**src/rtl/sfc_map.vh**
```
// Register map, field positions, reset values and bit timing for the
// serial format and control block. Holds definitions only.
`ifndef SFC_MAP_VH
`define SFC_MAP_VH

// Byte offsets on the register bus.
`define SFC_OFS_FORMAT  8'h00
`define SFC_OFS_CTRL    8'h04
`define SFC_OFS_FLAG    8'h08
`define SFC_OFS_TXHOLD  8'h0C
`define SFC_OFS_RXHOLD  8'h10
`define SFC_OFS_RATE    8'h14
`define SFC_OFS_TIMER   8'h18

// Field positions in serial_format_reg.
`define SFC_FMT_SYNC    7
`define SFC_FMT_CHR7    6
`define SFC_FMT_PAR     5
`define SFC_FMT_ODD     4
`define SFC_FMT_STOP2   3
`define SFC_FMT_MP      2
`define SFC_FMT_CKS_HI  1
`define SFC_FMT_CKS_LO  0

// Field positions in serial_ctrl_reg.
`define SFC_CTL_TXE_IE  7
`define SFC_CTL_RX_IE   6
`define SFC_CTL_XMIT    5
`define SFC_CTL_RCV     4
`define SFC_CTL_GATE    3
`define SFC_CTL_TXD_IE  2

// Field positions in serial_flag_reg.
`define SFC_FLG_TXEMPTY 7
`define SFC_FLG_RXFULL  6
`define SFC_FLG_OVR     5
`define SFC_FLG_FRM     4
`define SFC_FLG_PAR     3
`define SFC_FLG_TXDONE  2
`define SFC_FLG_MPB     1
`define SFC_FLG_MPBT    0

// Field position in shared_timer_ctrl_reg.
`define SFC_TMR_MPE     0

// Reset values.
`define SFC_RST_FORMAT  8'h00
`define SFC_RST_CTRL    8'h00
`define SFC_RST_FLAG    8'h84
`define SFC_RST_TXHOLD  8'hFF
`define SFC_RST_RXHOLD  8'h00
`define SFC_RST_RATE    8'hFF
`define SFC_RST_TIMER   8'h00

// Baud ticks per bit: sample point and last tick of a bit.
`define SFC_ASYNC_HALF  4'h7
`define SFC_ASYNC_FULL  4'hF
`define SFC_SYNC_HALF   4'h0
`define SFC_SYNC_FULL   4'h1

`endif

```
**src/rtl/sfc_baud.v**
```verilog
// Baud tick generator: prescaler followed by a reloading rate counter.
// Assumes one clock; reset and clock enable come from the top level.
`timescale 1ns/10ps
`default_nettype none
module sfc_baud
(
  // Clock and control
  input  wire       clk,
  input  wire       rst,
  input  wire       ce,
  // Settings
  input  wire [1:0] presc,
  input  wire [7:0] rate,
  // Output
  output reg        tick
);

  reg  [5:0] pre;
  reg  [7:0] cnt;
  wire       pre_en;

  // Codes 01, 10 and 11 divide by 4, 16 and 64.
  assign pre_en = (presc == 2'h0) ? 1'b1 :
                  (presc == 2'h1) ? &pre[1:0] :
                  (presc == 2'h2) ? &pre[3:0] : &pre;

  always @(posedge clk)
  begin
    if (rst)
    begin
      pre  <= 6'h00;
      cnt  <= 8'h00;
      tick <= 1'b0;
    end
    else if (ce)
    begin
      pre  <= pre + 6'h01;
      tick <= 1'b0;
      if (pre_en)
      begin
        if (cnt == 8'h00)
        begin
          cnt  <= rate;
          tick <= 1'b1;
        end
        else
          cnt <= cnt - 8'h01;
      end
    end
  end

endmodule // sfc_baud
`default_nettype wire

```
**src/rtl/sfc_top.v**
```verilog
// Serial channel with format and control registers behind an APB slave.
// Assumes one clock, a synchronous reset, and a peer on the serial pins.
`timescale 1ns/10ps
`default_nettype none
`include "sfc_map.vh"
module sfc_top
(
  // Clock, reset and power state
  input  wire        CORE_CLK,
  input  wire        SYS_RST,
  input  wire        CLK_EN,
  input  wire        STANDBY,
  // APB slave
  input  wire        PSEL,
  input  wire        PENABLE,
  input  wire        PWRITE,
  input  wire [7:0]  PADDR,
  input  wire [31:0] PWDATA,
  output reg  [31:0] PRDATA,
  output reg         PREADY,
  output reg         PSLVERR,
  // Serial pins
  input  wire        SERIAL_IN,
  output reg         SERIAL_OUT,
  output reg         SERIAL_OUT_OE,
  output reg         SERIAL_IN_OWNED,
  output reg         SCK_OUT,
  output reg         SCK_OE,
  // Interrupt requests
  output reg         TX_EMPTY_IRQ,
  output reg         RX_FULL_IRQ,
  output reg         RX_ERROR_IRQ,
  output reg         TX_END_IRQ
);

  localparam [2:0] ST_IDLE  = 3'h0;
  localparam [2:0] ST_START = 3'h1;
  localparam [2:0] ST_DATA  = 3'h2;
  localparam [2:0] ST_EXTRA = 3'h3;
  localparam [2:0] ST_STOP  = 3'h4;

  // Parity bit that makes data plus parity even, or odd when odd is set.
  function par_bit;
    input [7:0] d;
    input       odd;
    begin
      par_bit = (^d) ^ odd;
    end
  endfunction

  wire       rst = SYS_RST | STANDBY;

  // Registers.
  reg  [7:0] fmt;
  reg  [7:0] ctl;
  reg  [7:0] rate;
  reg        global_multiproc_en;
  reg  [7:0] tx_hold;
  reg  [7:0] rx_hold;
  reg        tx_empty;
  reg        rx_full;
  reg        ovr;
  reg        frm;
  reg        perr;
  reg        tx_done;
  reg        rx_mpb;
  reg        tx_mpbt;

  // Transmitter state.
  reg  [2:0] tx_st;
  reg  [3:0] tx_cnt;
  reg  [2:0] tx_bit;
  reg  [7:0] tx_sh;
  reg        tx_x;
  reg        tx_stp;

  // Receiver state and input synchroniser.
  reg  [2:0] rx_st;
  reg  [3:0] rx_cnt;
  reg  [2:0] rx_bit;
  reg  [7:0] rx_sh;
  reg        rx_x;
  reg        rx_s1;
  reg        rx_s2;
  reg        rx_s3;
  reg        lvl;

  wire       tick;

  // Mode decode.
  wire sync_md = fmt[`SFC_FMT_SYNC];
  wire chr7    = fmt[`SFC_FMT_CHR7] & ~sync_md;
  wire mp_act  = global_multiproc_en & fmt[`SFC_FMT_MP] & ~sync_md;
  wire par_on  = fmt[`SFC_FMT_PAR] & ~mp_act & ~sync_md;
  wire odd     = fmt[`SFC_FMT_ODD];
  wire stop2   = fmt[`SFC_FMT_STOP2] & ~sync_md;
  wire xmit_on = ctl[`SFC_CTL_XMIT];
  wire rcv_on  = ctl[`SFC_CTL_RCV];
  wire gate    = ctl[`SFC_CTL_GATE] & mp_act;
  wire has_x   = ~sync_md & (mp_act | par_on);
  wire [2:0] nb_m1 = chr7 ? 3'h6 : 3'h7;
  wire [3:0] half  = sync_md ? `SFC_SYNC_HALF : `SFC_ASYNC_HALF;
  wire [3:0] full  = sync_md ? `SFC_SYNC_FULL : `SFC_ASYNC_FULL;
  wire [7:0] dmask = chr7 ? 8'h7F : 8'hFF;

  // Bus decode. A write lands on the edge that samples PREADY high.
  wire acc    = PSEL & PENABLE;
  wire wr_go  = acc & PWRITE & PREADY;
  wire wr_fmt = wr_go & (PADDR == `SFC_OFS_FORMAT);
  wire wr_ctl = wr_go & (PADDR == `SFC_OFS_CTRL);
  wire wr_flg = wr_go & (PADDR == `SFC_OFS_FLAG);
  wire wr_txh = wr_go & (PADDR == `SFC_OFS_TXHOLD);
  wire wr_rat = wr_go & (PADDR == `SFC_OFS_RATE);
  wire wr_tmr = wr_go & (PADDR == `SFC_OFS_TIMER);
  wire clr_te = wr_flg & ~PWDATA[`SFC_FLG_TXEMPTY];
  wire clr_rf = wr_flg & ~PWDATA[`SFC_FLG_RXFULL];
  wire clr_ov = wr_flg & ~PWDATA[`SFC_FLG_OVR];
  wire clr_fr = wr_flg & ~PWDATA[`SFC_FLG_FRM];
  wire clr_pe = wr_flg & ~PWDATA[`SFC_FLG_PAR];

  // Transmit events.
  wire tx_tk   = tick & (tx_cnt == full);
  wire tx_load = xmit_on & (tx_st == ST_IDLE) & ~tx_empty;
  wire tx_fin  = xmit_on & tx_tk &
                 (((tx_st == ST_STOP) & ~tx_stp) |
                  ((tx_st == ST_DATA) & sync_md & (tx_bit == nb_m1)));
  wire [7:0] tx_dat = tx_hold & dmask;

  // Receive events.
  wire rx_tk   = tick & (rx_cnt == full);
  wire rx_smp  = tick & (rx_cnt == half);
  wire rx_fin  = rcv_on & rx_smp &
                 ((rx_st == ST_STOP) |
                  ((rx_st == ST_DATA) & sync_md & (rx_bit == 3'h7)));
  wire [7:0] rx_dat = sync_md ? {lvl, rx_sh[7:1]} :
                      (chr7 ? {1'b0, rx_sh[7:1]} : rx_sh);
  wire rx_ferr = ~sync_md & ~lvl;
  wire rx_perr = par_on & (rx_x != par_bit(rx_dat, odd));
  wire rx_drop = gate & ~rx_x;
  wire rx_addr = gate & rx_x;
  wire rx_take = rx_fin & ~rx_drop;

  reg  [7:0] rd_val;
  reg        rd_ok;

  always @*
  begin
    rd_ok  = 1'b1;
    rd_val = 8'h00;
    case (PADDR)
      `SFC_OFS_FORMAT: rd_val = fmt;
      `SFC_OFS_CTRL:   rd_val = ctl;
      `SFC_OFS_FLAG:   rd_val = {tx_empty, rx_full, ovr, frm, perr,
                                 tx_done, rx_mpb, tx_mpbt};
      `SFC_OFS_TXHOLD: rd_val = tx_hold;
      `SFC_OFS_RXHOLD: rd_val = rx_hold;
      `SFC_OFS_RATE:   rd_val = rate;
      `SFC_OFS_TIMER:  rd_val = {7'h00, global_multiproc_en};
      default:         rd_ok  = 1'b0;
    endcase
  end

  // APB answer: one wait state, then PREADY for one cycle.
  always @(posedge CORE_CLK)
  begin
    if (rst)
    begin
      PREADY  <= 1'b0;
      PSLVERR <= 1'b0;
      PRDATA  <= 32'h00000000;
    end
    else if (CLK_EN)
    begin
      PREADY  <= acc & ~PREADY;
      PSLVERR <= acc & ~PREADY & ~rd_ok;
      if (acc & ~PREADY & ~PWRITE)
        PRDATA <= {24'h000000, rd_val};
    end
  end

  // Software registers and status flags. Hardware sets win over clears.
  always @(posedge CORE_CLK)
  begin
    if (rst)
    begin
      fmt      <= `SFC_RST_FORMAT;
      ctl      <= `SFC_RST_CTRL;
      rate     <= `SFC_RST_RATE;
      global_multiproc_en      <= 1'b0;
      tx_hold  <= `SFC_RST_TXHOLD;
      rx_hold  <= `SFC_RST_RXHOLD;
      tx_empty <= 1'b1;
      rx_full  <= 1'b0;
      ovr      <= 1'b0;
      frm      <= 1'b0;
      perr     <= 1'b0;
      tx_done  <= 1'b1;
      rx_mpb   <= 1'b0;
      tx_mpbt  <= 1'b0;
    end
    else if (CLK_EN)
    begin
      if (wr_fmt)
        fmt <= PWDATA[7:0];
      if (wr_rat)
        rate <= PWDATA[7:0];
      if (wr_tmr)
        global_multiproc_en <= PWDATA[`SFC_TMR_MPE];
      if (wr_txh)
        tx_hold <= PWDATA[7:0];
      if (wr_flg)
        tx_mpbt <= PWDATA[`SFC_FLG_MPBT];
      // An address frame clears the gate even during a control write.
      if (wr_ctl)
        ctl <= PWDATA[7:0];
      if (rx_take & rx_addr)
        ctl[`SFC_CTL_GATE] <= 1'b0;
      tx_empty <= (tx_empty & ~clr_te) | tx_load | ~xmit_on;
      tx_done  <= (tx_done & ~clr_te) | ~xmit_on |
                  (tx_fin & tx_empty);
      rx_full  <= (rx_full & ~clr_rf) |
                  (rx_take & ~rx_full & ~rx_ferr & ~rx_perr);
      ovr      <= (ovr & ~clr_ov) | (rx_take & rx_full);
      frm      <= (frm & ~clr_fr) | (rx_take & rx_ferr);
      perr     <= (perr & ~clr_pe) | (rx_take & rx_perr);
      if (rx_take & ~rx_full)
        rx_hold <= rx_dat;
      if (rx_take & mp_act)
        rx_mpb <= rx_x;
    end
  end

  // Transmitter. The line idles high; in sync mode it holds the last bit.
  always @(posedge CORE_CLK)
  begin
    if (rst)
    begin
      tx_st      <= ST_IDLE;
      tx_cnt     <= 4'h0;
      tx_bit     <= 3'h0;
      tx_sh      <= 8'h00;
      tx_x       <= 1'b0;
      tx_stp     <= 1'b0;
      SERIAL_OUT <= 1'b1;
    end
    else if (CLK_EN)
    begin
      if (!xmit_on)
      begin
        tx_st      <= ST_IDLE;
        SERIAL_OUT <= 1'b1;
      end
      else if (tx_load)
      begin
        tx_sh      <= tx_dat;
        tx_x       <= mp_act ? tx_mpbt : par_bit(tx_dat, odd);
        tx_cnt     <= 4'h0;
        tx_bit     <= 3'h0;
        tx_st      <= sync_md ? ST_DATA : ST_START;
        SERIAL_OUT <= sync_md ? tx_dat[0] : 1'b0;
      end
      else if (tx_st != ST_IDLE && tick)
      begin
        tx_cnt <= tx_tk ? 4'h0 : tx_cnt + 4'h1;
        if (tx_tk)
        begin
          case (tx_st)
            ST_START:
            begin
              tx_st      <= ST_DATA;
              SERIAL_OUT <= tx_sh[0];
            end
            ST_DATA:
            begin
              if (tx_bit != nb_m1)
              begin
                tx_bit     <= tx_bit + 3'h1;
                tx_sh      <= {1'b0, tx_sh[7:1]};
                SERIAL_OUT <= tx_sh[1];
              end
              else if (sync_md)
                tx_st <= ST_IDLE;
              else if (has_x)
              begin
                tx_st      <= ST_EXTRA;
                SERIAL_OUT <= tx_x;
              end
              else
              begin
                tx_st      <= ST_STOP;
                tx_stp     <= stop2;
                SERIAL_OUT <= 1'b1;
              end
            end
            ST_EXTRA:
            begin
              tx_st      <= ST_STOP;
              tx_stp     <= stop2;
              SERIAL_OUT <= 1'b1;
            end
            ST_STOP:
            begin
              if (tx_stp)
                tx_stp <= 1'b0;
              else
                tx_st <= ST_IDLE;
            end
            default:
              tx_st <= ST_IDLE;
          endcase
        end
      end
    end
  end

  // Receiver. The pin passes three flops; a change counts once the last
  // two agree, so a single-cycle glitch never reaches the frame logic.
  always @(posedge CORE_CLK)
  begin
    if (rst)
    begin
      rx_s1  <= 1'b1;
      rx_s2  <= 1'b1;
      rx_s3  <= 1'b1;
      lvl    <= 1'b1;
      rx_st  <= ST_IDLE;
      rx_cnt <= 4'h0;
      rx_bit <= 3'h0;
      rx_sh  <= 8'h00;
      rx_x   <= 1'b0;
    end
    else if (CLK_EN)
    begin
      rx_s1 <= SERIAL_IN;
      rx_s2 <= rx_s1;
      rx_s3 <= rx_s2;
      if (rx_s2 == rx_s3)
        lvl <= rx_s3;
      if (!rcv_on)
        rx_st <= ST_IDLE;
      else if (rx_st == ST_IDLE)
      begin
        rx_cnt <= 4'h0;
        rx_bit <= 3'h0;
        if (sync_md)
          rx_st <= ST_DATA;
        else if (!lvl)
          rx_st <= ST_START;
      end
      else if (tick)
      begin
        rx_cnt <= rx_tk ? 4'h0 : rx_cnt + 4'h1;
        case (rx_st)
          ST_START:
          begin
            if (rx_smp && lvl)
              rx_st <= ST_IDLE;
            else if (rx_tk)
              rx_st <= ST_DATA;
          end
          ST_DATA:
          begin
            if (rx_smp)
              rx_sh <= {lvl, rx_sh[7:1]};
            if (rx_fin)
              rx_st <= ST_IDLE;
            else if (rx_tk && rx_bit != nb_m1)
              rx_bit <= rx_bit + 3'h1;
            else if (rx_tk)
              rx_st <= has_x ? ST_EXTRA : ST_STOP;
          end
          ST_EXTRA:
          begin
            if (rx_smp)
              rx_x <= lvl;
            if (rx_tk)
              rx_st <= ST_STOP;
          end
          ST_STOP:
          begin
            // Only the first stop is checked; idle hunting then takes a
            // low second stop as the next start bit.
            if (rx_smp)
              rx_st <= ST_IDLE;
          end
          default:
            rx_st <= ST_IDLE;
        endcase
      end
    end
  end

  // Pin ownership, serial clock and interrupt requests.
  always @(posedge CORE_CLK)
  begin
    if (rst)
    begin
      SERIAL_OUT_OE   <= 1'b0;
      SERIAL_IN_OWNED <= 1'b0;
      SCK_OUT         <= 1'b1;
      SCK_OE          <= 1'b0;
      TX_EMPTY_IRQ    <= 1'b0;
      RX_FULL_IRQ     <= 1'b0;
      RX_ERROR_IRQ    <= 1'b0;
      TX_END_IRQ      <= 1'b0;
    end
    else if (CLK_EN)
    begin
      SERIAL_OUT_OE   <= xmit_on;
      SERIAL_IN_OWNED <= rcv_on;
      SCK_OE          <= sync_md & (xmit_on | rcv_on);
      // The clock is high in the second half of each synchronous bit.
      if (xmit_on && tx_st != ST_IDLE)
        SCK_OUT <= (tx_cnt == `SFC_SYNC_FULL);
      else if (rcv_on && rx_st != ST_IDLE)
        SCK_OUT <= (rx_cnt == `SFC_SYNC_FULL);
      else
        SCK_OUT <= 1'b1;
      TX_EMPTY_IRQ <= ctl[`SFC_CTL_TXE_IE] & tx_empty;
      RX_FULL_IRQ  <= ctl[`SFC_CTL_RX_IE] & rx_full;
      RX_ERROR_IRQ <= ctl[`SFC_CTL_RX_IE] & (ovr | frm | perr);
      TX_END_IRQ   <= ctl[`SFC_CTL_TXD_IE] & tx_done;
    end
  end

  sfc_baud u_baud
  (
    .clk   (CORE_CLK),
    .rst   (rst),
    .ce    (CLK_EN),
    .presc (fmt[`SFC_FMT_CKS_HI:`SFC_FMT_CKS_LO]),
    .rate  (rate),
    .tick  (tick)
  );

endmodule // sfc_top
`default_nettype wire

```
**config.mk**
```make
export PLATFORM = sky130hd
export DESIGN_NAME = sfc_top
export DESIGN_NICKNAME = d
export VERILOG_FILES = /design/src/rtl/sfc_baud.v /design/src/rtl/sfc_top.v
export VERILOG_INCLUDE_DIRS = /design/src /design/src/rtl
export SDC_FILE = /design/constraint.sdc
export NUM_CORES = 1
export LEC_CHECK = 0
export BUFFER_PORTS_ARGS = -buffer_cell sky130_fd_sc_hd__clkbuf_2
export CORE_MARGIN = 2
export CORE_UTILIZATION = 40
export DETAILED_ROUTE_END_ITERATION = 6
export SKIP_LAST_GASP = 1
export SLEW_MARGIN = 10
export SYNTH_ARGS = -nofsm -noshare
export SYNTH_HDL_FRONTEND = slang
export SYNTH_SLANG_ARGS = --single-unit
export TNS_END_PERCENT = 30
```
**constraint.sdc**
```tcl
create_clock -name CORE_CLK -period 3 [get_ports CORE_CLK]
set_input_delay 0.6 -clock CORE_CLK [delete_from_list [all_inputs] [get_ports CORE_CLK]]
set_output_delay 0.6 -clock CORE_CLK [all_outputs]
set_load 0.005 [all_outputs]
```
==> impl_metrics.ini, run 1 <==
[run_status]
status = finished clean

[synth]
yosysTopAreaCell = dfxtp_1
synth_xor_area_share_pct = 3.64
synth_area_um2 = 6730
synth_top_area_share_pct = 37.5
avgSynthCellArea_um2 = 8.25
synth_compound_area_share_pct = 18.9
syn_inst = 816
synth-adder-area-share_pct = 1.86
synth_top_family_by_area = simple AND/OR/NAND/NOR gates
synth-seq-cells = 126
synth_edf_count = 0
ys.warnings.count = 0
ys.flop_type = dfxtp_1
synth_cell_type_count = 77
synthSimpleGateAreaFrac_pct = 23.9
postSynth.asyncResetShare_pct = 0
synth.top_cells.by_area = dfxtp_1 (37%), nand2_1 (7.2%), a21oi_1 (4.5%)
synth_mux_area_share_pct = 6.47
yosysSeqAreaShare_pct = 37.5

[placed_design]
gp_congestion = 0.894
port_buffers = 42
post-place-cells = 1044
dp_slack_ps = 569
hpwl_um = 12200

[setup_path]
setup.worst_path.start_class = flop
crit_family = compound AO/OA/AOI/OAI gates
worstPathMaxFanout = 19
rr_worst_depth = 6
crit_arrival_ps = 2830
critPathBufInv = 0
r2r-start = fmt[7]
path_depth = 6
crit_start = fmt[7]
cp-endpoint = tx_sh[6]
crit_slowest_cell = dfxtp_1
crit_chain = nand2b_1 -> xor2_1 -> o211ai_1 -> a21oi_4 -> nor2_1 -> a311oi_1
crit_path_max_incr_delay_ps = 580
rrSetupSlack_ps = 500
r2r-end = tx_sh[6]
crit_required_ps = 3330
endpoint_kind = flop
crit_type = flop to flop

[clock_network]
htree_levels = 4
insertion_delay_ps = 430
clock_path_buffers = 2
cts_resized = 0
cts_sinks = 126
clk_pin_slew_ps = 60
clockRootBuffer = clkbuf_16
numCtsBuffers = 17
hold_buffers = 0
post-cts-setup-buffers = 0
cts_tree = built

[cells_and_area]
final_cells = 1075
fillCellCount = 1626
antennaDiodeCount = 0
nets = 901
seq_area_um2 = 2520
drive_above_1_share_pct = 13.5
syn2layout_area_growth_pct = 13.6
fin_util_pct = 46.3
multiInputGateArea_um2 = 3780

[floorplan]
floorplan.rows = 47
io_pins = 91
dieArea_um2 = 17900
die_h_um = 134
die_w_um = 134
core_area_um2 = 16500
start_util_pct = 40.7

[timing]
finClkSkew_ps = 10.9
final.min_clock_period_ps = 2500
worst_slew_pin_slew_ps = 694
tns_ps = 0
fin_ws_ps = 501
slew_viol_final = 0
fin_crit_sh_pct = 83.3
rsz0062_at_grt = false
relSlewSlack_pct = 53.4
fmax_ghz = 0.400
finalHoldViolCount = 0
setup_viol = 0

[drt]
drc = 0
ant_nets = 0
vias_per_cell = 5.44
drt_wl_total_um = 17400
drt_pass1_iterations = 5
wl_per_cell_um = 16.2
vias = 5850
drtIter0Drc = 440

[power_and_ir_drop]
irDropWorstVdd_v = 0.000403
p_per_area_nw_per_um2 = 540
p_leak_nw = 2.81

[flow_run]
maxCapViolCount = 0

[global_route]
grt_pass1_vias = 5290
antenna_found_initial = 0
grt_pass1_wl_um = 27900
grt_overflow = 0
grt_max_degree = 83
grt_usage_pct = 19.9

[hold_path]
min_path_type = primary input to flop
## cells in the mapped netlist, drive strengths merged, types with 7 or more instances
| cell | number |
|---|---|
| a211oi | 7 |
| a21oi | 62 |
| a311oi | 16 |
| and3 | 8 |
| buf | 34 |
| clkbuf | 41 |
| dfxtp | 126 |
| ha | 10 |
| inv | 17 |
| mux2i | 30 |
| nand2 | 130 |
| nand2b | 8 |
| nand3 | 38 |
| nand4 | 8 |
| nor2 | 71 |
| nor3 | 11 |
| nor4 | 7 |
| nor4b | 7 |
| o211ai | 11 |
| o21ai | 50 |
| xnor2 | 18 |
| xor2 | 10 |
## routing by layer
metal | vias to the layer above | global-route usage, % | wire length, µm | part of all wire (%)
met4 | 0 | 9.75 | 592 | 3.4
met5 | - | 0 | 0 | 0
met2 | 143 | 30.7 | 8080 | 46
li1 | 2926 | - | - | -
met1 | 2740 | 25.9 | 7890 | 45
met3 | 41 | 4.95 | 885 | 5.1
## where the power goes
group	total (mW)	internal [mW]	leakage, nW	switching (mW)
registers	1.69	1.68	1.02	0.00834
clock network	2.22	1.46	0.309	0.762
logic	0.218	0.0715	1.49	0.146
total	4.13	3.21	2.81	0.917
## tightest hold or removal path, delay by kind of cell
family / cells / cell delay, ps
multiplexers: 1 / 60
buffers and inverters: 1 / 80
AND/OR/NAND/NOR: 1 / 60
## how the worst min path moves through the flow
| stage | start | to | slack, ps | cells after the start |
|---|---|---|---|---|
| after floorplan | u_baud.cnt[1] | u_baud.cnt[1] | 430 | 2 |
| after detailed placement | PRDATA[6] | PRDATA[6] | 450 | 2 |
| after global routing | SERIAL_IN | rx_s1 | 420 | 3 |
| final | SERIAL_IN | rx_s1 | 390 | 3 |
| after global placement | ctl[1] | ctl[1] | 440 | 2 |
| after CTS | SERIAL_IN | rx_s1 | 390 | 3 |
## through the flow
step	power, mW	area, µm²	hold slack [ps]
floorplan	1.89	6820	430
finish	4.13	7650	395
detailed placement	1.94	7020	447
global route	4.26	7650	424
CTS	4.16	7650	390
global placement	1.94	7020	440
## cell usage in the layout (no fill, tap or decap), drive strengths merged, types with 18 or more instances in the layout
master	instances
conb	24
mux2i	30
clkbuf	60
xnor2	18
nor2	71
dfxtp	126
buf	19
a21oi	62
nand2	130
nand3	38
o21ai	50
## layout make-up
class                   instances  share of cell area [%]
flip-flops and latches        126                    33.0
clock inverters                13                    2.57
inverters                      17                   0.835
well taps                     220                    3.60
multi-input cells             620                    49.5
clock buffers                  18                    5.61
repair buffers                 61                    4.94
## registers in the layout, summed over array words and instances, names as in the netlist, 6 cells and up
name and cells:
PRDATA 8, ctl 8, fmt 8, rate 8, rx_hold 8, rx_sh 8
tx_hold 8, tx_sh 8, u_baud.cnt 8, u_baud.pre 6
## cells by family (layout without fill, tap and decap cells)
group	Yosys count	count (layout)
and+or+nand+nor	326	326
DFF	126	126
xor gates and xnor gates	28	28
AOI/OAI and AO/OA	196	196
buffers and inverters	93	109
adders and majority gates	10	10
muxes	36	36
other	1	24
No activity file was read; power rests on OpenSTA's default activity.
==> run 2, diff against run 1 <==
- clock period: 3 -> 2.2 ns (I/O delays scaled with it)
==> impl_metrics.ini, run 2 (synthesis results as in run 1) <==
[drt]
wl_per_cell_um = 16.2
drt_pass1_iterations = 5
ant_nets = 0
drc = 0
drtIter0Drc = 475
drt_wl_total_um = 17900
vias_per_cell = 5.37
vias = 5947

[setup_path]
endpoint_kind = flop
crit_type = flop to flop
crit_arrival_ps = 2450
setup.worst_path.start_class = flop
rr_worst_depth = 6
crit_required_ps = 2550
r2r-start = fmt[7]
rrSetupSlack_ps = 100
worstPathMaxFanout = 10
r2r-end = tx_st[1]

[timing]
slew_viol_final = 0
fmax_ghz = 0.475
finalHoldViolCount = 0
setup_viol = 0
fin_crit_sh_pct = 95.7
rsz0062_at_grt = true
worst_slew_pin_slew_ps = 625
finClkSkew_ps = 4.49
relSlewSlack_pct = 58.3
holdWs_ps = 248
final.min_clock_period_ps = 2100

[cells_and_area]
antennaDiodeCount = 0
fin_util_pct = 48.0
multiInputGateArea_um2 = 3790
drive_above_1_share_pct = 16.9
seq_area_um2 = 2520
final_common_cell = nand2_1
nets = 933
syn2layout_area_growth_pct = 17.8
finalInstanceArea_um2 = 7930
final_cell_mix = nand2_1 (130), dfxtp_1 (125), nor2_1 (68), a21oi_1 (61)
fillCellCount = 1593

[flow_run]
maxCapViolCount = 0

[floorplan]
start_util_pct = 40.7
dieArea_um2 = 17900
die_h_um = 134
core_area_um2 = 16500
die_w_um = 134
io_pins = 91
floorplan.rows = 47

[placed_design]
port_buffers = 42
hpwl_um = 12800
gp_congestion = 0.844
placed_area_um2 = 7270

[hold_path]
worstHoldStart = SERIAL_IN
min_path_type = primary input to flop
hold_depth = 3
hold_end = rx_s1

[global_route]
grt_max_degree = 49
grt_pass1_wl_um = 28700
grt_pass1_vias = 5450
grt_overflow = 0
antenna_found_initial = 0
grt_usage_pct = 20.2

[clock_network]
htree_levels = 4
post-cts-setup-buffers = 0
insertion_delay_ps = 420
numCtsBuffers = 17
cts_tree = built
cts_sinks = 126
clk_pin_slew_ps = 60
clock_path_buffers = 2
clockRootBuffer = clkbuf_16

[run_status]
status = finished clean

[power_and_ir_drop]
p_leak_nw = 2.97
irDropWorstVdd_v = 0.000582
p_per_area_nw_per_um2 = 720
run 2: cell types whose count changed in the layout (fill, tap and decap cells not counted):
cell and delta:
dfxtp_1 -1, inv_6 +2, buf_4 +31, clkinvlp_4 +2
clkinv_4 +1, dfxtp_2 +1, clkbuf_1 +1, buf_12 +1
clkinv_2 -5, nor4b_1 -2, nor4b_2 +2
run 2: per-layer routing:
metal / share of wire (%) / track usage, %
met1: 48 / 27.2
met3: 3.9 / 3.73
met4: 1.2 / 6.21
met2: 47 / 33.0
met5: 0 / 0
run 2: worst max-delay path by stage:
stage	start	end	slack, ps	cells past startpoint
floorplan	PADDR[3]	perr	90	6
global placement	fmt[7]	tx_st[1]	30	6
detailed placement	fmt[7]	tx_sh[1]	-3	8
CTS	rx_cnt[1]	frm	50	7
global route	rx_bit[1]	rx_hold[0]	-30	9
finish	fmt[7]	tx_st[1]	100	6
run 2: worst max-delay path, stage by stage (launching register included):
cell	delay (ps)
dfxtp_2	410
nand2b_1	300
xor2_1	190
o21ai_0	260
a21oi_1	170
or4_1	530
a31oi_1	170
run 2: cell type report:
type                    count  share of cell area, %
clock buffers              19                   5.46
clock inverters            13                   2.68
multi-input cells         620                   47.8
inverters                  17                  0.804
repair buffers             93                   7.95
flip-flops and latches    126                   31.8
well taps                 220                   3.47
run 2: power breakdown:
part | total [mW] | switching (mW) | internal [mW]
Sequential | 2.31 | 0.0110 | 2.30
Clock | 3.10 | 1.08 | 2.02
Combinational | 0.305 | 0.201 | 0.103
run 2: per-stage QoR:
stage          std cells  total power, mW  worst slack, ps  setup TNS, ps
3_5_place_dp        1076             2.66            -3.07          -3.07
2_1_floorplan        839             2.58             91.6              0
3_3_place_gp        1076             2.66             31.4              0
5_1_grt             1108             5.88            -27.4          -47.6
4_1_cts             1108             5.73             52.4              0
6_report            1108             5.71             95.3              0
run 2: timing repair:
item	4_1_cts	5_1_grt
gates resized for setup	1	2
endpoints found under the hold margin	0	0
endpoints found under the setup margin	4	16
cloned	0	0
hold buffers	0	0
==> run 3, diff against run 2 <==
- CELL_PAD_IN_SITES_DETAIL_PLACEMENT: unset -> 0
- CELL_PAD_IN_SITES_GLOBAL_PLACEMENT: unset -> 1
- CORE_UTILIZATION: 40 -> 39
- CTS_CLUSTER_DIAMETER: unset -> 50
- PLACE_DENSITY_LB_ADDON: unset -> 0.1
==> impl_metrics.ini, run 3 (synthesis results as in run 1) <==
[run_status]
status = finished clean

[cells_and_area]
fin_util_pct = 46.8
drive_above_1_share_pct = 17.8
syn2layout_area_growth_pct = 18.7
seq_area_um2 = 2520
final_cell_mix = nand2_1 (130), dfxtp_1 (124), nor2_1 (68), a21oi_1 (60), buf_4 (57)
final_common_cell = nand2_1
fillCellCount = 1715
nets = 943
multiInputGateArea_um2 = 3810
antennaDiodeCount = 0

[drt]
vias = 6117
drt_wl_total_um = 19400
drt_pass1_iterations = 5
wl_per_cell_um = 17.3
vias_per_cell = 5.45
top_layer = met4
drc = 0
drt-met1-wl_um = 8640
met2RoutedLength_um = 9380
drtIter0Drc = 424
wl_met3_um = 1090
ant_nets = 0

[clock_network]
clk_pin_slew_ps = 60
clock_path_buffers = 2
clockRootBuffer = clkbuf_16
hold_buffers = 0
numCtsBuffers = 17
htree_levels = 4
insertion_delay_ps = 420
cts_tree = built
cts_sinks = 126

[power_and_ir_drop]
p_leak_nw = 3.01
switchingPower_mw = 1.21
clkPwrFrac_pct = 51.6
power_mw = 5.43
p_per_area_nw_per_um2 = 679
seq_power_share_pct = 42.5
p_sw_share_pct = 22.4
p_int_mw = 4.21
irDropWorstVdd_v = 0.000569
pwr-share-comb_pct = 5.9

[setup_path]
crit_arrival_ps = 2400
r2r-end = rx_hold[7]
crit_type = flop to flop
crit_family = simple AND/OR/NAND/NOR gates
rrSetupSlack_ps = 150
crit_required_ps = 2550
critPathBufInv = 2
worstPathMaxFanout = 16
rr_worst_depth = 10
r2r-start = rx_bit[1]
crit_slowest_cell = dfxtp_1
crit_path_max_incr_delay_ps = 350
crit_chain = ha_1 -> ha_1 -> and4b_1 -> a21oi_2 -> nor4b_4 -> nor4b_4 -> buf_12 -> buf_4 -> nor2_2 -> a211oi_2
endpoint_kind = flop
setup.worst_path.start_class = flop

[placed_design]
dp_slack_ps = -22.6
hpwl_um = 14400
port_buffers = 42
gp_congestion = 0.909

[floorplan]
die_h_um = 135
dieArea_um2 = 18300
floorplan.rows = 48
start_util_pct = 39.5
core_area_um2 = 17100
io_pins = 91
die_w_um = 135

[timing]
relSlewSlack_pct = 56.2
slew_viol_final = 0
final.min_clock_period_ps = 2050
fmax_ghz = 0.487
setup_viol = 0
finClkSkew_ps = 10.9
fin_ws_ps = 146
fin_crit_sh_pct = 93.4
finalHoldViolCount = 0
tns_ps = 0
rsz0062_at_grt = true
worst_slew_pin_slew_ps = 649

[global_route]
grt_max_degree = 40
grt_overflow = 0
antenna_found_initial = 0
grt_pass1_wl_um = 30700
grt_pass1_vias = 5688
grt_usage_pct = 21.8

[hold_path]
worstHoldStart = SERIAL_IN
hold_depth = 3
min_path_type = primary input to flop
hold_end = rx_s1

[flow_run]
maxCapViolCount = 0
==> run 3: area by class of cell <==
cell class | count | share of cell area, %
well taps | 225 | 3.52
multi-input cells | 620 | 47.7
clock inverters | 5 | 0.987
clock buffers | 26 | 6.38
flip-flops and latches | 126 | 31.6
repair buffers | 103 | 8.99
inverters | 17 | 0.799
==> run 3: through the flow <==
step,hold WS [ps],cell area [µm²],cells
6_report,246,7990,1122
5_1_grt,238,7990,1122
4_1_cts,232,7940,1119
3_5_place_dp,447,7340,1088
3_3_place_gp,443,7340,1088
2_1_floorplan,430,6820,839
==> run 3: routing by layer <==
| metal | track usage [%] | up-vias |
|---|---|---|
| met3 | 5.13 | 32 |
| li1 | - | 3012 |
| met5 | 0 | - |
| met1 | 28.0 | 2885 |
| met4 | 7.18 | 0 |
| met2 | 36.1 | 188 |
==> run 3: worst max path at each step <==
stage,cells past startpoint,slack [ps],end,startpoint
6_report,10,150,rx_hold[7],rx_bit[1]
2_1_floorplan,6,90,perr,PADDR[3]
4_1_cts,9,40,frm,fmt[7]
3_5_place_dp,6,-20,tx_st[1],fmt[7]
3_3_place_gp,6,60,tx_st[1],fmt[7]
5_1_grt,10,-30,frm,rx_bit[1]
==> run 3: power by group through the flow <==
stage,Clock (mW),Sequential (mW),Combinational [mW]
finish,2.80,2.31,0.319
global route,2.97,2.31,0.351
CTS,2.86,2.31,0.317
detailed placement,0,2.36,0.316
global placement,0,2.36,0.310
floorplan,0,2.35,0.228
==> run 3: timing repair <==
action / CTS / global route
pin swaps: 0 / 2
setup endpoints to repair: 1 / 20
gates resized for setup: 1 / 6
setup buffers: 0 / 3
==> run 3: tightest hold or removal path, cell delays in order <==
cell	delay, ps
clkbuf_2	70
mux2i_1	60
nand2_1	60
